`config.mk`:
```
export PLATFORM = sky130hd
export DESIGN_NAME = jcc_device_flat
export DESIGN_NICKNAME = d
export VERILOG_FILES = /design/src/design/jcc_pkg.sv /design/src/design/jcc_if.sv /design/src/design/jcc_device.sv /design/src/flat_wrapper.sv
export VERILOG_INCLUDE_DIRS = /design/src /design/src/design
export SDC_FILE = /design/constraint.sdc
export NUM_CORES = 1
export LEC_CHECK = 0
export BUFFER_PORTS_ARGS = -buffer_cell sky130_fd_sc_hd__buf_2
export CORE_MARGIN = 2
export CORE_UTILIZATION = 45
export CTS_BUF_LIST = sky130_fd_sc_hd__clkbuf_8 sky130_fd_sc_hd__clkbuf_16
export DETAILED_ROUTE_END_ITERATION = 8
export PLACE_DENSITY = 0.74
export SYNTH_ARGS = -nofsm -noshare
export SYNTH_HDL_FRONTEND = slang
export SYNTH_SLANG_ARGS = --single-unit
```
`constraint.sdc`:
```
create_clock -name pclk -period 2.3 [get_ports pclk]
set_clock_uncertainty 0.15 [all_clocks]
set_input_delay 0.46 -clock pclk [delete_from_list [all_inputs] [get_ports pclk]]
set_output_delay 0.46 -clock pclk [all_outputs]
set_load 0.05 [all_outputs]
```
`src/design/jcc_consts.svh`:
```
// constants shared by the codec control register bank and its controller
`ifndef JCC_CONSTS_SVH
`define JCC_CONSTS_SVH
// link register offsets, codec bank
`define JCC_MODE_OFS 12'h000
`define JCC_CMD_OFS 12'h004
`define JCC_STAT_OFS 12'h008
`define JCC_QSEL_OFS 12'h00C
`define JCC_HSEL_OFS 12'h010
`define JCC_RSTI_HI_OFS 12'h014
`define JCC_RSTI_LO_OFS 12'h018
`define JCC_VSZ_LO_OFS 12'h020
`define JCC_HSZ_HI_OFS 12'h024
`define JCC_HSZ_LO_OFS 12'h028
`define JCC_ERRM_OFS 12'h038
`define JCC_VSZ_HI_OFS 12'h10C
// link register offsets, line buffer bank
`define JCC_LBOFS_OFS 12'h0A4
`define JCC_LBPORT_OFS 12'h0C0
// bus addresses of the line buffer port per instance
`define JCC_LB_AHB_FIRST 32'hE00000C0
`define JCC_LB_AHB_SECOND 32'hD00000C0
// field positions
`define JCC_MODE_MARKER 3
`define JCC_MODE_DEC 2
`define JCC_CMD_RESET 7
`define JCC_CMD_START 0
// reset values
`define JCC_LBOFS_RST 7'h20
// error handling codes
`define JCC_ERR_STOP 2'h1
`define JCC_ERR_FIX 2'h2
// capture mode codes of the register bank capture_mode input
`define JCC_CAP_A 3'h3
`define JCC_CAP_B 3'h7
// controller apb offsets
`define JCC_H_CTRL 12'h000
`define JCC_H_ADDR 12'h004
`define JCC_H_WDATA 12'h008
`define JCC_H_RDATA 12'h00C
`define JCC_H_STAT 12'h010
`endif

```
`src/design/jcc_pkg.sv`:
```
// types shared by the codec control register bank and its controller
`default_nettype none
package jcc_pkg;
    // state of the register bank
    typedef struct packed {
        logic marker;
        logic dec;
        logic [1:0] fmt;
        logic [2:0] qsel;
        logic [5:0] hsel;
        logic [15:0] rsti;
        logic [15:0] vsz;
        logic [15:0] hsz;
        logic [1:0] errm;
        logic [6:0] lbofs;
        logic busy;
        logic lock;
        logic endf;
        logic ack;
        logic [31:0] rdata;
        logic start;
        logic crst;
        logic lbrd;
        logic lbwr;
        logic [31:0] lbwd;
    } jcc_dev_t;
    // controller link phases
    typedef enum logic {JCC_IDLE, JCC_WAIT} jcc_phase_t;
    // state of the controller
    typedef struct packed {
        jcc_phase_t phase;
        logic dir_wr;
        logic [12:0] addr;
        logic [31:0] wdata;
        logic [31:0] rdata;
        logic done;
        logic req;
        logic [31:0] prdata;
        logic pslverr;
    } jcc_host_t;
endpackage
`default_nettype wire

```
`src/design/jcc_if.sv`:
```
// register link between the controller and the codec register bank
`default_nettype none
interface jcc_if;
    logic req; // request held until ack
    logic we; // 1 write, 0 read
    logic [12:0] addr; // bit 12 selects the line buffer bank
    logic [31:0] wdata; // write data
    logic ack; // one-cycle answer
    logic [31:0] rdata; // read data, valid with ack
    modport dev (input req, we, addr, wdata, output ack, rdata);
    modport host (output req, we, addr, wdata, input ack, rdata);
endinterface
`default_nettype wire

```
`src/design/jcc_device.sv`:
```
// codec control register bank with line buffer port
`default_nettype none
`include "jcc_consts.svh"
module jcc_device
    import jcc_pkg::*;
#(
    parameter bit SECOND_INST = 1'b0
)
(
    input wire logic pclk,
    input wire logic presetn,
    jcc_if.dev link,
    input wire logic [2:0] capture_mode,
    input wire logic op_done,
    input wire logic dec_error,
    input wire logic [1:0] dec_fmt,
    input wire logic [15:0] dec_vsize,
    input wire logic [15:0] dec_hsize,
    input wire logic [31:0] lb_rdata,
    output logic core_start,
    output logic core_reset,
    output logic core_busy,
    output logic codec_end_flag,
    output logic decode_sel,
    output logic [1:0] yuv_format,
    output logic marker_insert,
    output logic [2:0] quant_sel,
    output logic [5:0] huff_sel,
    output logic [15:0] restart_interval,
    output logic restart_marker_en,
    output logic [15:0] image_height,
    output logic [15:0] image_width,
    output logic [1:0] error_mode,
    output logic correct_en,
    output logic [16:0] lb_base_addr,
    output logic [31:0] lb_ahb_addr,
    output logic lb_read,
    output logic lb_write,
    output logic [31:0] lb_wdata
);
    jcc_dev_t s_q; // registered state
    jcc_dev_t s_d; // next state
    logic take; // a new link request is taken
    logic lbk; // line buffer bank selected
    logic [11:0] ofs; // offset inside bank
    logic size_hidden; // capture mode hides sizes
    logic enc; // encoding selected

    // low byte of a link write
    function automatic logic [7:0] lo8(input logic [31:0] d);
        return d[7:0];
    endfunction

    assign take = link.req & ~s_q.ack;
    assign lbk = link.addr[12];
    assign ofs = link.addr[11:0];
    assign size_hidden = (capture_mode == `JCC_CAP_A) ||
                         (capture_mode == `JCC_CAP_B);
    assign enc = ~s_q.dec;

    assign link.ack = s_q.ack;
    assign link.rdata = s_q.rdata;
    assign core_start = s_q.start;
    assign core_reset = s_q.crst;
    assign core_busy = s_q.busy;
    assign codec_end_flag = s_q.endf;
    assign decode_sel = s_q.dec;
    assign yuv_format = s_q.fmt;
    assign marker_insert = s_q.marker & enc;
    assign quant_sel = enc ? s_q.qsel : 3'h0;
    assign huff_sel = enc ? s_q.hsel : 6'h0;
    assign restart_interval = enc ? s_q.rsti : 16'h0;
    assign restart_marker_en = enc & (s_q.rsti != 16'h0);
    assign image_height = s_q.vsz;
    assign image_width = s_q.hsz;
    assign error_mode = s_q.dec ? s_q.errm : 2'h0;
    assign correct_en = s_q.dec & (s_q.errm == `JCC_ERR_FIX);
    assign lb_base_addr = {s_q.lbofs, 10'h000};
    assign lb_ahb_addr = SECOND_INST ? `JCC_LB_AHB_SECOND
                                     : `JCC_LB_AHB_FIRST;
    assign lb_read = s_q.lbrd;
    assign lb_write = s_q.lbwr;
    assign lb_wdata = s_q.lbwd;

    ////////////////////////////////////////////////////////////////////
    // next state: link decode, command handling, core events
    always_comb begin
        s_d = s_q;
        s_d.ack = take;
        s_d.start = 1'b0;
        s_d.crst = 1'b0;
        s_d.lbrd = 1'b0;
        s_d.lbwr = 1'b0;
        // core finished: drop busy, report decoded image
        if (op_done && s_q.busy) begin
            s_d.busy = 1'b0;
            if (s_q.dec) begin
                s_d.fmt = dec_fmt;
                s_d.vsz = dec_vsize;
                s_d.hsz = dec_hsize;
            end
        end
        if (take && link.we) begin
            if (!lbk) begin
                case (ofs)
                    `JCC_MODE_OFS: begin
                        s_d.marker = link.wdata[`JCC_MODE_MARKER];
                        s_d.dec = link.wdata[`JCC_MODE_DEC];
                        s_d.fmt = link.wdata[1:0];
                    end
                    `JCC_CMD_OFS: begin
                        if (link.wdata[`JCC_CMD_RESET]) begin
                            // core reset keeps every setting
                            s_d.crst = 1'b1;
                            s_d.busy = 1'b0;
                            s_d.lock = 1'b0;
                        end else if (link.wdata[`JCC_CMD_START] &&
                                     !s_q.busy && !s_q.lock) begin
                            // start refused while running or locked
                            s_d.start = 1'b1;
                            s_d.busy = 1'b1;
                        end
                    end
                    `JCC_QSEL_OFS: s_d.qsel = link.wdata[2:0];
                    `JCC_HSEL_OFS: s_d.hsel = link.wdata[5:0];
                    `JCC_RSTI_HI_OFS: s_d.rsti[15:8] = lo8(link.wdata);
                    `JCC_RSTI_LO_OFS: s_d.rsti[7:0] = lo8(link.wdata);
                    `JCC_VSZ_HI_OFS: s_d.vsz[15:8] = lo8(link.wdata);
                    `JCC_VSZ_LO_OFS: s_d.vsz[7:0] = lo8(link.wdata);
                    `JCC_HSZ_HI_OFS: s_d.hsz[15:8] = lo8(link.wdata);
                    `JCC_HSZ_LO_OFS: s_d.hsz[7:0] = lo8(link.wdata);
                    `JCC_ERRM_OFS: s_d.errm = link.wdata[1:0];
                    default: ;
                endcase
            end else begin
                case (ofs)
                    `JCC_LBOFS_OFS: s_d.lbofs = link.wdata[6:0];
                    `JCC_LBPORT_OFS: begin
                        s_d.lbwr = 1'b1;
                        s_d.lbwd = link.wdata;
                    end
                    default: ;
                endcase
            end
        end
        // stop on error only in the stop code while decoding; sits after the
        // command decode so that a stop in a reset cycle still sets the lock
        if (dec_error && s_q.busy && s_q.dec && s_q.errm == `JCC_ERR_STOP) begin
            s_d.busy = 1'b0;
            s_d.lock = 1'b1;
        end
        // read path; unmapped and write-only read as zero
        if (take && !link.we) begin
            s_d.rdata = 32'h0;
            if (!lbk) begin
                case (ofs)
                    `JCC_MODE_OFS: s_d.rdata = {28'h0, s_q.marker, s_q.dec, s_q.fmt};
                    `JCC_STAT_OFS: s_d.rdata = {31'h0, s_q.busy};
                    `JCC_QSEL_OFS: s_d.rdata = {29'h0, s_q.qsel};
                    `JCC_HSEL_OFS: s_d.rdata = {26'h0, s_q.hsel};
                    `JCC_RSTI_HI_OFS: s_d.rdata = {24'h0, s_q.rsti[15:8]};
                    `JCC_RSTI_LO_OFS: s_d.rdata = {24'h0, s_q.rsti[7:0]};
                    `JCC_VSZ_HI_OFS: begin
                        if (!size_hidden) s_d.rdata = {24'h0, s_q.vsz[15:8]};
                    end
                    `JCC_VSZ_LO_OFS: begin
                        if (!size_hidden) s_d.rdata = {24'h0, s_q.vsz[7:0]};
                    end
                    `JCC_HSZ_HI_OFS: begin
                        if (!size_hidden) s_d.rdata = {24'h0, s_q.hsz[15:8]};
                    end
                    `JCC_HSZ_LO_OFS: begin
                        if (!size_hidden) s_d.rdata = {24'h0, s_q.hsz[7:0]};
                    end
                    `JCC_ERRM_OFS: s_d.rdata = {30'h0, s_q.errm};
                    default: ;
                endcase
            end else begin
                case (ofs)
                    `JCC_LBOFS_OFS: s_d.rdata = {25'h0, s_q.lbofs};
                    `JCC_LBPORT_OFS: begin
                        s_d.rdata = lb_rdata;
                        s_d.lbrd = 1'b1;
                    end
                    default: ;
                endcase
            end
        end
        // end flag: status read clears, a new end event wins
        if (take && !link.we && !lbk && ofs == `JCC_STAT_OFS) begin
            s_d.endf = 1'b0;
        end
        if ((op_done && s_q.busy) ||
            (dec_error && s_q.busy && s_q.dec && s_q.errm == `JCC_ERR_STOP)) begin
            s_d.endf = 1'b1;
        end
    end

    ////////////////////////////////////////////////////////////////////
    // state register
    always_ff @(posedge pclk or negedge presetn) begin
        if (!presetn) begin
            s_q <= '0;
            s_q.lbofs <= `JCC_LBOFS_RST;
        end else begin
            s_q <= s_d;
        end
    end
endmodule // jcc_device
`default_nettype wire

```
`src/flat_wrapper.sv`:
```
// flat-port wrapper written by rule: the top's interface ports become plain ports
module jcc_device_flat import jcc_pkg::*;
#(
    parameter bit SECOND_INST = 1'b0
)
  (pclk, presetn, capture_mode, op_done, dec_error, dec_fmt, dec_vsize, dec_hsize, lb_rdata, core_start, core_reset, core_busy, codec_end_flag, decode_sel, yuv_format, marker_insert, quant_sel, huff_sel, restart_interval, restart_marker_en, image_height, image_width, error_mode, correct_en, lb_base_addr, lb_ahb_addr, lb_read, lb_write, lb_wdata, link_req, link_we, link_addr, link_wdata, link_ack, link_rdata);
  jcc_if link_i ();
  input wire logic pclk;
  input wire logic presetn;
  input wire logic [2:0] capture_mode;
  input wire logic op_done;
  input wire logic dec_error;
  input wire logic [1:0] dec_fmt;
  input wire logic [15:0] dec_vsize;
  input wire logic [15:0] dec_hsize;
  input wire logic [31:0] lb_rdata;
  output logic core_start;
  output logic core_reset;
  output logic core_busy;
  output logic codec_end_flag;
  output logic decode_sel;
  output logic [1:0] yuv_format;
  output logic marker_insert;
  output logic [2:0] quant_sel;
  output logic [5:0] huff_sel;
  output logic [15:0] restart_interval;
  output logic restart_marker_en;
  output logic [15:0] image_height;
  output logic [15:0] image_width;
  output logic [1:0] error_mode;
  output logic correct_en;
  output logic [16:0] lb_base_addr;
  output logic [31:0] lb_ahb_addr;
  output logic lb_read;
  output logic lb_write;
  output logic [31:0] lb_wdata;
  input wire logic [$bits(link_i.req)-1:0] link_req;
  input wire logic [$bits(link_i.we)-1:0] link_we;
  input wire logic [$bits(link_i.addr)-1:0] link_addr;
  input wire logic [$bits(link_i.wdata)-1:0] link_wdata;
  output wire logic [$bits(link_i.ack)-1:0] link_ack;
  output wire logic [$bits(link_i.rdata)-1:0] link_rdata;
  assign link_i.req = link_req;
  assign link_i.we = link_we;
  assign link_i.addr = link_addr;
  assign link_i.wdata = link_wdata;
  assign link_ack = link_i.ack;
  assign link_rdata = link_i.rdata;
  jcc_device #(.SECOND_INST(SECOND_INST)) u_core (.pclk(pclk), .presetn(presetn), .link(link_i), .capture_mode(capture_mode), .op_done(op_done), .dec_error(dec_error), .dec_fmt(dec_fmt), .dec_vsize(dec_vsize), .dec_hsize(dec_hsize), .lb_rdata(lb_rdata), .core_start(core_start), .core_reset(core_reset), .core_busy(core_busy), .codec_end_flag(codec_end_flag), .decode_sel(decode_sel), .yuv_format(yuv_format), .marker_insert(marker_insert), .quant_sel(quant_sel), .huff_sel(huff_sel), .restart_interval(restart_interval), .restart_marker_en(restart_marker_en), .image_height(image_height), .image_width(image_width), .error_mode(error_mode), .correct_en(correct_en), .lb_base_addr(lb_base_addr), .lb_ahb_addr(lb_ahb_addr), .lb_read(lb_read), .lb_write(lb_write), .lb_wdata(lb_wdata));
endmodule
```
Yosys cells after proc, flatten, opt, wreduce, memory -nomap -nowiden
Index checks and enable logic that the tools add are counted.

storage, ports and cells
  bits in registers = 142
  output and inout bits = 185

cells by class
  equal/unequal tests = 18
  mux-type cells = 50
  bitwise gates (word level) = 7
  reductions and logical operators = 31

operator list
  kind                   number
  $mux W33               3
  $mux W32               3
  $pmux W8 S11           1
  $mux W8                10
  $mux W70               1
  $pmux W32 S2           1
  $mux W61               1
  $eq A12 B6 Y1 const B  4
  $eq A12 B5 Y1 const B  3
  $eq A12 B4 Y1 const B  2
  $eq A12 B8 Y1 const B  2
  $reduce_and A3 Y1      8
  $mux W2                11
  $mux W16               1
  $reduce_bool A16 Y1    1
  $mux W7                2
  $eq A12 B3 Y1 const B  1
  $eq A12 B9 Y1 const B  1
  $logic_not A12 Y1      1
  $mux W1                12
  $mux W6                2
  $logic_and A1 B1 Y1    10
  $reduce_bool A2 Y1     4
  $mux W3                2
  other kinds (10)       19

Depth between registers and ports, before layout
Gate-level depths: netlist (run 1).

  depth after elaboration = 9
  mapped depth = 9
  mapped depth without buffers = 6

Worst setup path before layout (run 1)
OpenSTA, ideal clock, no wires.

  path kind = reg-to-output
  start point = register u_core.s_q (netlist bit u_core.decode_sel)
  end point = output correct_en
  data arrival time = 2.242 ns
  required time = 1.690 ns
  setup slack = -0.552 ns
  stages on the path, launching flop included = 4
  buffers on the path = 1
  cell sequence = dfrtp_1 > clkbuf_1 > and2_1 > nor2b_1

between the ends
  longest elaborated chain between the ends = 1

ends and longest elaborated chain
  element        line                RTL
  from (decl)    jcc_device.sv:41    jcc_dev_t s_q;
  $and A1 B1 Y1  jcc_device.sv:77    assign correct_en = s_q.dec & (s_q.errm == `JCC_ERR_FIX);
  to (decl)      flat_wrapper.sv:31  output logic correct_en;

Every way passes these cells.

Worst setup path in the final report (run 1)
  start point = input link_addr[11]
  end point = register u_core.s_q (netlist bit u_core.lb_wdata[7])

between the ends
  longest elaborated chain between the ends = 2

ends and longest elaborated chain
  element                      line                RTL
  from (decl)                  flat_wrapper.sv:39  input wire logic [$bits(link_i.addr)-1:0] link_addr;
  $eq A12 B8 Y1                jcc_device.sv:136   case (ofs)
  $reduce_and A3 Y1 (no line)  n/a

Every way passes these cells.
A chain may end at the register's enable or synchronous reset.

==> results.toml, run 1 <==
[placed_design]
place_worst_setup_slack_ps = -459
post-dp-hpwl_um = 17500
numPortBuffers = 261
finalWeightedCongestion = 0.941

[worst_setup_path]
timing.critical_path.fanout_max = 14
crit_path_cell_trace = "buf_2, or4_4, nor4_4, and4b_2, and3_4, buf_12, mux2_4"
type_of_element_launching_the_critical_path = "primary input"
required_ps = 2450
r2r_slack_ps = 220
r2r_end = "u_core.link.rdata[1]"
cp.arrival_ps = 2370
slowest_stage = "sky130_fd_sc_hd__or4_4"
timing.setup.critical_path_class = "in -> reg"
timing.critical_path.to_type = "flip-flop"
timing.rr.start = "u_core.link.ack"
critical_path.max_stage_delay_ps = 590
crit_buf_inv = 2
worst_r2r_path_depth = 5
crit_family = "simple AND/OR/NAND/NOR gates"

[pwr]
vdd_drop_max_uv = 522
power_frac_seq = 0.435
p_int_w = 0.00420
comb_power_share = 0.104
switching_share = 0.278
total_net_switching_power_w = 0.00162
total_leakage_power_nw = 5.44
part_of_the_total_power_dissipated_in_the_clock_network = 0.461
power-per-cell-area_mw_per_mm2 = 604

[detailed_routing]
drc = 0
detail_route.wirelength_um = 22900
detail-route-antenna-nets = 0
via_count = 6121
route.detailed.vias_per_inst = 5.03
routed_wire_length_per_instance_um = 18.8
drt-initial-drc-count = 381
detailedRoute.firstPassIterationCount = 5

[logic_synthesis]
synth_warnings = 0
synth_cells = 790
post-synth-top-area-fraction = 0.436
ys_dominant_reg_cell = "sky130_fd_sc_hd__dfrtp_1"
ys_async_sr_fraction = 1.00
synth_seq_cells = 142
synth.yosys.seq_area_share = 0.439
yosysTopAreaCell = "sky130_fd_sc_hd__dfrtp_1"
netlist_top_cells_area = "sky130_fd_sc_hd__dfrtp_1 44%, sky130_fd_sc_hd__buf_4 14%, sky130_fd_sc_hd__mux2i_1 5.8%, sky130_fd_sc_hd__mux2_2 5.6%, sky130_fd_sc_hd__mux2_4 5.4%"
synth_enable_flop_cells = 0
yosys_cell_types = 55
syn_area_mm2 = 0.00809
synthesis.area_per_instance_um2 = 10.2

[sta]
postLayoutSetupSlackWorst_ps = 74.0
report.final.hold_viol_count = 0
max_freq_mhz = 449
final_max_slew_viol_count = 0
final.hold.worst_slack_ps = 114
grt_setup_unrepaired = "no"
setup-violations-final = 0
timing.final.crit_share = 0.968
timing.final.crit_period_ps = 2230

[clock_network]
clkSinkCount = 142
clock_tree.htree_level_count = 4
cts.repair_timing.setup_buffer_count = 0
cts_tree = "yes"
cts.reportedPaths.clkPinSlew_ps = 60
clock-root-buffer = "sky130_fd_sc_hd__clkbuf_16"
insertion_delay_ps = 410
cts_buf_count = 17
max-clock-path-buffers = 2

[floorplan]
die-width_um = 138
ios = 305
floorplan.die_area_mm2 = 0.0191
initial_utilization = 0.455
placement_rows = 49
core_area_mm2 = 0.0178
die_h_um = 138

[status]
run_status = "completed"

[worst_hold_path]
hp-start = "lb_rdata[16]"
class_of_the_tightest_hold_or_removal_check = "in -> reg"
hold_path_depth = 3
hold_path_end = "u_core.link.rdata[16]"

[global_route]
grt_max_degree = 48
grt_pass1_wl_um = 35500
grt_pass1_vias = 5985
gr-total-overflow = 0
antenna_violations_before_repair = 2
track_usage = 0.240

[final_layout]
synthToLayoutAreaGrowth_pct = 19.2
layout-drive-gt1-share = 0.451
num-nets-final = 1094
antenna_cells_inserted = 0
leading_cell_type_in_the_layout_fill_and_taps_excluded = "sky130_fd_sc_hd__buf_2"
fillers = 1610
final_cell_mix = "260 x sky130_fd_sc_hd__buf_2, 140 x sky130_fd_sc_hd__dfrtp_1, 95 x sky130_fd_sc_hd__nand2_1"

[run]
cap_violations = 0
==> tightest hold or removal path: stages <==
cell                      delay (ps)
sky130_fd_sc_hd__buf_2            80
sky130_fd_sc_hd__nand3_1          50
sky130_fd_sc_hd__nand2_1          60
==> what timing repair did <==
action,4_1_cts,5_1_grt
endpoints found under the setup margin,4,10
hold buffers,1,0
gates resized for setup,1,4
pin swaps,1,1
endpoints found under the hold margin,44,0
==> worst max-delay path by stage <==
| stage | startpoint | endpoint | slack (ps) | cells past startpoint |
|---|---|---|---|---|
| after global routing | link_addr[11] | u_core.lb_wdata[0] | 6 | 7 |
| after CTS | u_core.s_q[123] | restart_marker_en | 20 | 3 |
| final | link_addr[11] | u_core.lb_wdata[7] | 70 | 7 |
| after floorplan | link_addr[11] | u_core.lb_wdata[10] | -240 | 7 |
| after global placement | link_addr[11] | u_core.lb_wdata[31] | -460 | 7 |
| after detailed placement | link_addr[11] | u_core.lb_wdata[31] | -460 | 7 |
==> logic make-up (layout without fill, tap and decap cells) <==
family                 after synthesis  after routing  synth area share
and+or+nand+nor                    233            233             0.146
buffers and inverters              199            356             0.171
DFF                                142            142             0.439
muxes                              116            116             0.168
AOI/OAI and AO/OA                   98             98            0.0758
other                                2             42          0.000928
==> state kept, by name (all words and copies together), names as in the netlist <==
register	count
u_core.lb_base_addr	7
u_core.link.ack	1
u_core.core_start	1
u_core.core_busy	1
u_core.codec_end_flag	1
u_core.link.rdata	32
u_core.yuv_format	2
u_core.lb_read	1
u_core.decode_sel	1
u_core.lb_wdata	32
u_core.s_q	29
u_core.image_width	16
u_core.image_height	16
u_core.lb_write	1
u_core.core_reset	1
==> cells in the mapped netlist (5+ instances only) <==
master	instances
sky130_fd_sc_hd__a21oi_1	17
sky130_fd_sc_hd__a31oi_1	11
sky130_fd_sc_hd__buf_2	10
sky130_fd_sc_hd__buf_4	148
sky130_fd_sc_hd__clkbuf_1	28
sky130_fd_sc_hd__dfrtp_1	141
sky130_fd_sc_hd__inv_1	5
sky130_fd_sc_hd__mux2_2	40
sky130_fd_sc_hd__mux2_4	29
sky130_fd_sc_hd__mux2i_1	47
sky130_fd_sc_hd__nand2_1	95
sky130_fd_sc_hd__nand3_1	31
sky130_fd_sc_hd__nor2_1	26
sky130_fd_sc_hd__nor2b_1	35
sky130_fd_sc_hd__nor3_1	5
sky130_fd_sc_hd__nor4_1	6
sky130_fd_sc_hd__o21ai_0	37
==> power groups by stage <==
stage	combinational (W)	clock, W	sequential, W
finish	0.000607	0.00268	0.00253
global route	0.000646	0.00287	0.00253
CTS	0.000609	0.00275	0.00253
detailed placement	0.000607	0	0.00258
global placement	0.000603	0	0.00257
floorplan	0.000407	0	0.00258
==> routing by layer <==
| layer | share of wire | track usage | vias to the layer above | routed length [µm] |
|---|---|---|---|---|
| met1 | 0.44 | 0.318 | 2920 | 10000 |
| met3 | 0.065 | 0.0554 | 22 | 1490 |
| met2 | 0.48 | 0.404 | 268 | 11100 |
| met5 | 0.0013 | 0 | - | 29 |
| met4 | 0.012 | 0.0510 | 4 | 269 |
| li1 | - | - | 2907 | - |
==> stage by stage <==
| step | util | instance area [µm²] | TNS (ps) | power (W) | cells |
|---|---|---|---|---|---|
| after global placement | 0.508 | 9040 | -26390 | 0.00318 | 1183 |
| after detailed placement | 0.508 | 9040 | -27490 | 0.00318 | 1183 |
| after global routing | 0.542 | 9640 | 0 | 0.00604 | 1216 |
| final | 0.542 | 9640 | 0 | 0.00582 | 1216 |
| after floorplan | - | 8300 | -11150 | 0.00298 | 830 |
| after CTS | 0.541 | 9630 | 0 | 0.00589 | 1216 |
==> layout make-up <==
class | count | area [µm²] | share of cell area
clock inverter | 15 | 154 | 0.0160
multi-input combinational | 489 | 3380 | 0.350
tap | 229 | 287 | 0.0297
clock buffer | 17 | 425 | 0.0441
timing repair buffer | 319 | 1830 | 0.189
sequential | 142 | 3560 | 0.369
inverter | 5 | 18.8 | 0.00195
Power figures use the tool's default switching activity.
==> inputs of run 2 (changes only) <==
--- a/config.mk
+++ b/config.mk
@@ -8,10 +8,10 @@
 export LEC_CHECK = 0
 export BUFFER_PORTS_ARGS = -buffer_cell sky130_fd_sc_hd__buf_2
 export CORE_MARGIN = 2
-export CORE_UTILIZATION = 45
+export CORE_UTILIZATION = 50
 export CTS_BUF_LIST = sky130_fd_sc_hd__clkbuf_8 sky130_fd_sc_hd__clkbuf_16
 export DETAILED_ROUTE_END_ITERATION = 8
-export PLACE_DENSITY = 0.74
+export PLACE_DENSITY = 0.81
 export SYNTH_ARGS = -nofsm -noshare
 export SYNTH_HDL_FRONTEND = slang
 export SYNTH_SLANG_ARGS = --single-unit
==> results.toml, run 2 (synthesis gave the netlist of run 1 again) <==
[sta]
timing.setup.tns_ps = 0
postLayoutSetupSlackWorst_ps = 56.1
grt_setup_unrepaired = "yes"
max_freq_mhz = 446
timing.final.crit_share = 0.976
final_max_slew_viol_count = 0
report.final.hold_viol_count = 0
final.hold.worst_slack_ps = 110
timing.final.crit_period_ps = 2240
setup-violations-final = 0

[worst_setup_path]
timing.critical_path.fanout_max = 3
timing.critical_path.to_type = "flip-flop"
cp.arrival_ps = 2460
crit_family = "simple AND/OR/NAND/NOR gates"
type_of_element_launching_the_critical_path = "primary input"
critical_path.max_stage_delay_ps = 570
required_ps = 2510
worst_r2r_path_depth = 5
slowest_stage = "sky130_fd_sc_hd__or4_4"
crit_path_cell_trace = "buf_2, or4_4, buf_4, or4_1, a21oi_2, a31oi_1, a31oi_1, o22a_1"
r2r_end = "u_core.link.rdata[1]"
timing.setup.critical_path_class = "in -> reg"
crit_path_frequent_cell = "sky130_fd_sc_hd__a31oi_1"
crit_buf_inv = 2
timing.rr.start = "u_core.link.ack"
r2r_slack_ps = 260

[detailed_routing]
routed_wire_length_per_instance_um = 19.0
route.met2.wl_um = 11400
top_layer = "met4"
detailedRoute.firstPassIterationCount = 6
drt-initial-drc-count = 344
met3RoutedLength_um = 1810
detail-route-antenna-nets = 0
detail_route.wirelength_um = 23000
met1Wirelength_um = 9310
via_count = 6298
drc = 0
route.detailed.vias_per_inst = 5.19

[clock_network]
clock_tree.htree_level_count = 4
cts.reportedPaths.clkPinSlew_ps = 70
cts_tree = "yes"
cts_buf_count = 17
insertion_delay_ps = 430
max-clock-path-buffers = 2
clkSinkCount = 142
clock-root-buffer = "sky130_fd_sc_hd__clkbuf_16"

[final_layout]
synthToLayoutAreaGrowth_pct = 19.9
layout-drive-gt1-share = 0.458
num-nets-final = 1103
final_cell_mix = "259 x sky130_fd_sc_hd__buf_2, 140 x sky130_fd_sc_hd__dfrtp_1, 95 x sky130_fd_sc_hd__nand2_1"
fillers = 1353
leading_cell_type_in_the_layout_fill_and_taps_excluded = "sky130_fd_sc_hd__buf_2"
final_design_area_no_fill_mm2 = 0.00970
instances_no_fill = 1213

[global_route]
track_usage = 0.266
antenna_violations_before_repair = 1
grt_max_degree = 46
gr-total-overflow = 0
grt_pass1_vias = 6134
grt_pass1_wl_um = 35500

[floorplan]
core_area_mm2 = 0.0158
floorplan.die_area_mm2 = 0.0172
placement_rows = 46
ios = 305
initial_utilization = 0.511
die_h_um = 131
die-width_um = 131

[status]
run_status = "completed"

[placed_design]
post-dp-hpwl_um = 17500
place_worst_setup_slack_ps = -437
place.detailed.instances = 1176
numPortBuffers = 261
finalWeightedCongestion = 0.946
place_area_mm2 = 0.00906

[worst_hold_path]
hold_path_depth = 2
class_of_the_tightest_hold_or_removal_check = "in -> reg"
hold_path_end = "u_core.lb_wdata[17]"
hp-start = "link_wdata[17]"

[pwr]
vdd_drop_max_uv = 502
power-per-cell-area_mw_per_mm2 = 597
total_leakage_power_nw = 5.48

[run]
cap_violations = 0
[run 2: cell count changes in the layout (fill, tap and decap cells not counted), sizes merged]
| cell | before | now |
|---|---|---|
| buf | 318 | 326 |
| inv | 13 | 15 |
| bufinv | 1 | 0 |
| clkbuf | 17 | 18 |
| clkinv | 4 | 3 |
| diode | 0 | 1 |
[run 2: metrics by stage]
| stage | total power, W | utilization |
|---|---|---|
| floorplan | 0.00298 | - |
| finish | 0.00579 | 0.613 |
| global placement | 0.00318 | 0.573 |
| CTS | 0.00583 | 0.609 |
| global route | 0.00599 | 0.613 |
| detailed placement | 0.00319 | 0.573 |
[run 2: final cells by class]
type / count / area [µm²] / area share
Sequential cell: 142 / 3560 / 0.367
Multi-Input combinational cell: 489 / 3390 / 0.349
Timing Repair Buffer: 328 / 1900 / 0.195
Clock buffer: 17 / 425 / 0.0438
Tap cell: 216 / 270 / 0.0279
Clock inverter: 15 / 144 / 0.0148
Inverter: 5 / 18.8 / 0.00193
Antenna cell: 1 / 2.50 / 0.000258
[run 2: routing by layer]
layer	global-route usage	vias up
met5	0	-
met3	0.0664	38
met2	0.451	300
met4	0.0851	0
li1	-	2925
met1	0.336	3035
[run 2: worst max path at each step]
| stage | startpoint | end | slack [ps] | depth (start not counted) |
|---|---|---|---|---|
| 6_report | link_addr[11] | u_core.link.rdata[0] | 60 | 8 |
| 5_1_grt | link_addr[11] | u_core.link.rdata[3] | -30 | 9 |
| 4_1_cts | u_core.decode_sel | restart_marker_en | 4 | 3 |
| 3_5_place_dp | link_addr[11] | u_core.lb_wdata[0] | -440 | 7 |
| 3_3_place_gp | link_addr[11] | u_core.lb_wdata[1] | -420 | 7 |
| 2_1_floorplan | link_addr[11] | u_core.lb_wdata[10] | -240 | 7 |
[run 2: power by group]
| part | internal (W) | total (W) | switching [W] | leakage, nW |
|---|---|---|---|---|
| sequential | 0.00252 | 0.00253 | 0.0000117 | 1.97 |
| clock | 0.00144 | 0.00265 | 0.00121 | 0.275 |
| combinational | 0.000163 | 0.000612 | 0.000448 | 3.24 |
[run 2: timing repair]
action / CTS / global route
hold buffers: 1 / 0
buffers inserted: 0 / 3
pin swaps: 0 / 3
setup endpoints to repair: 22 / 35
resized for setup: 1 / 6
hold endpoints to repair: 34 / 0
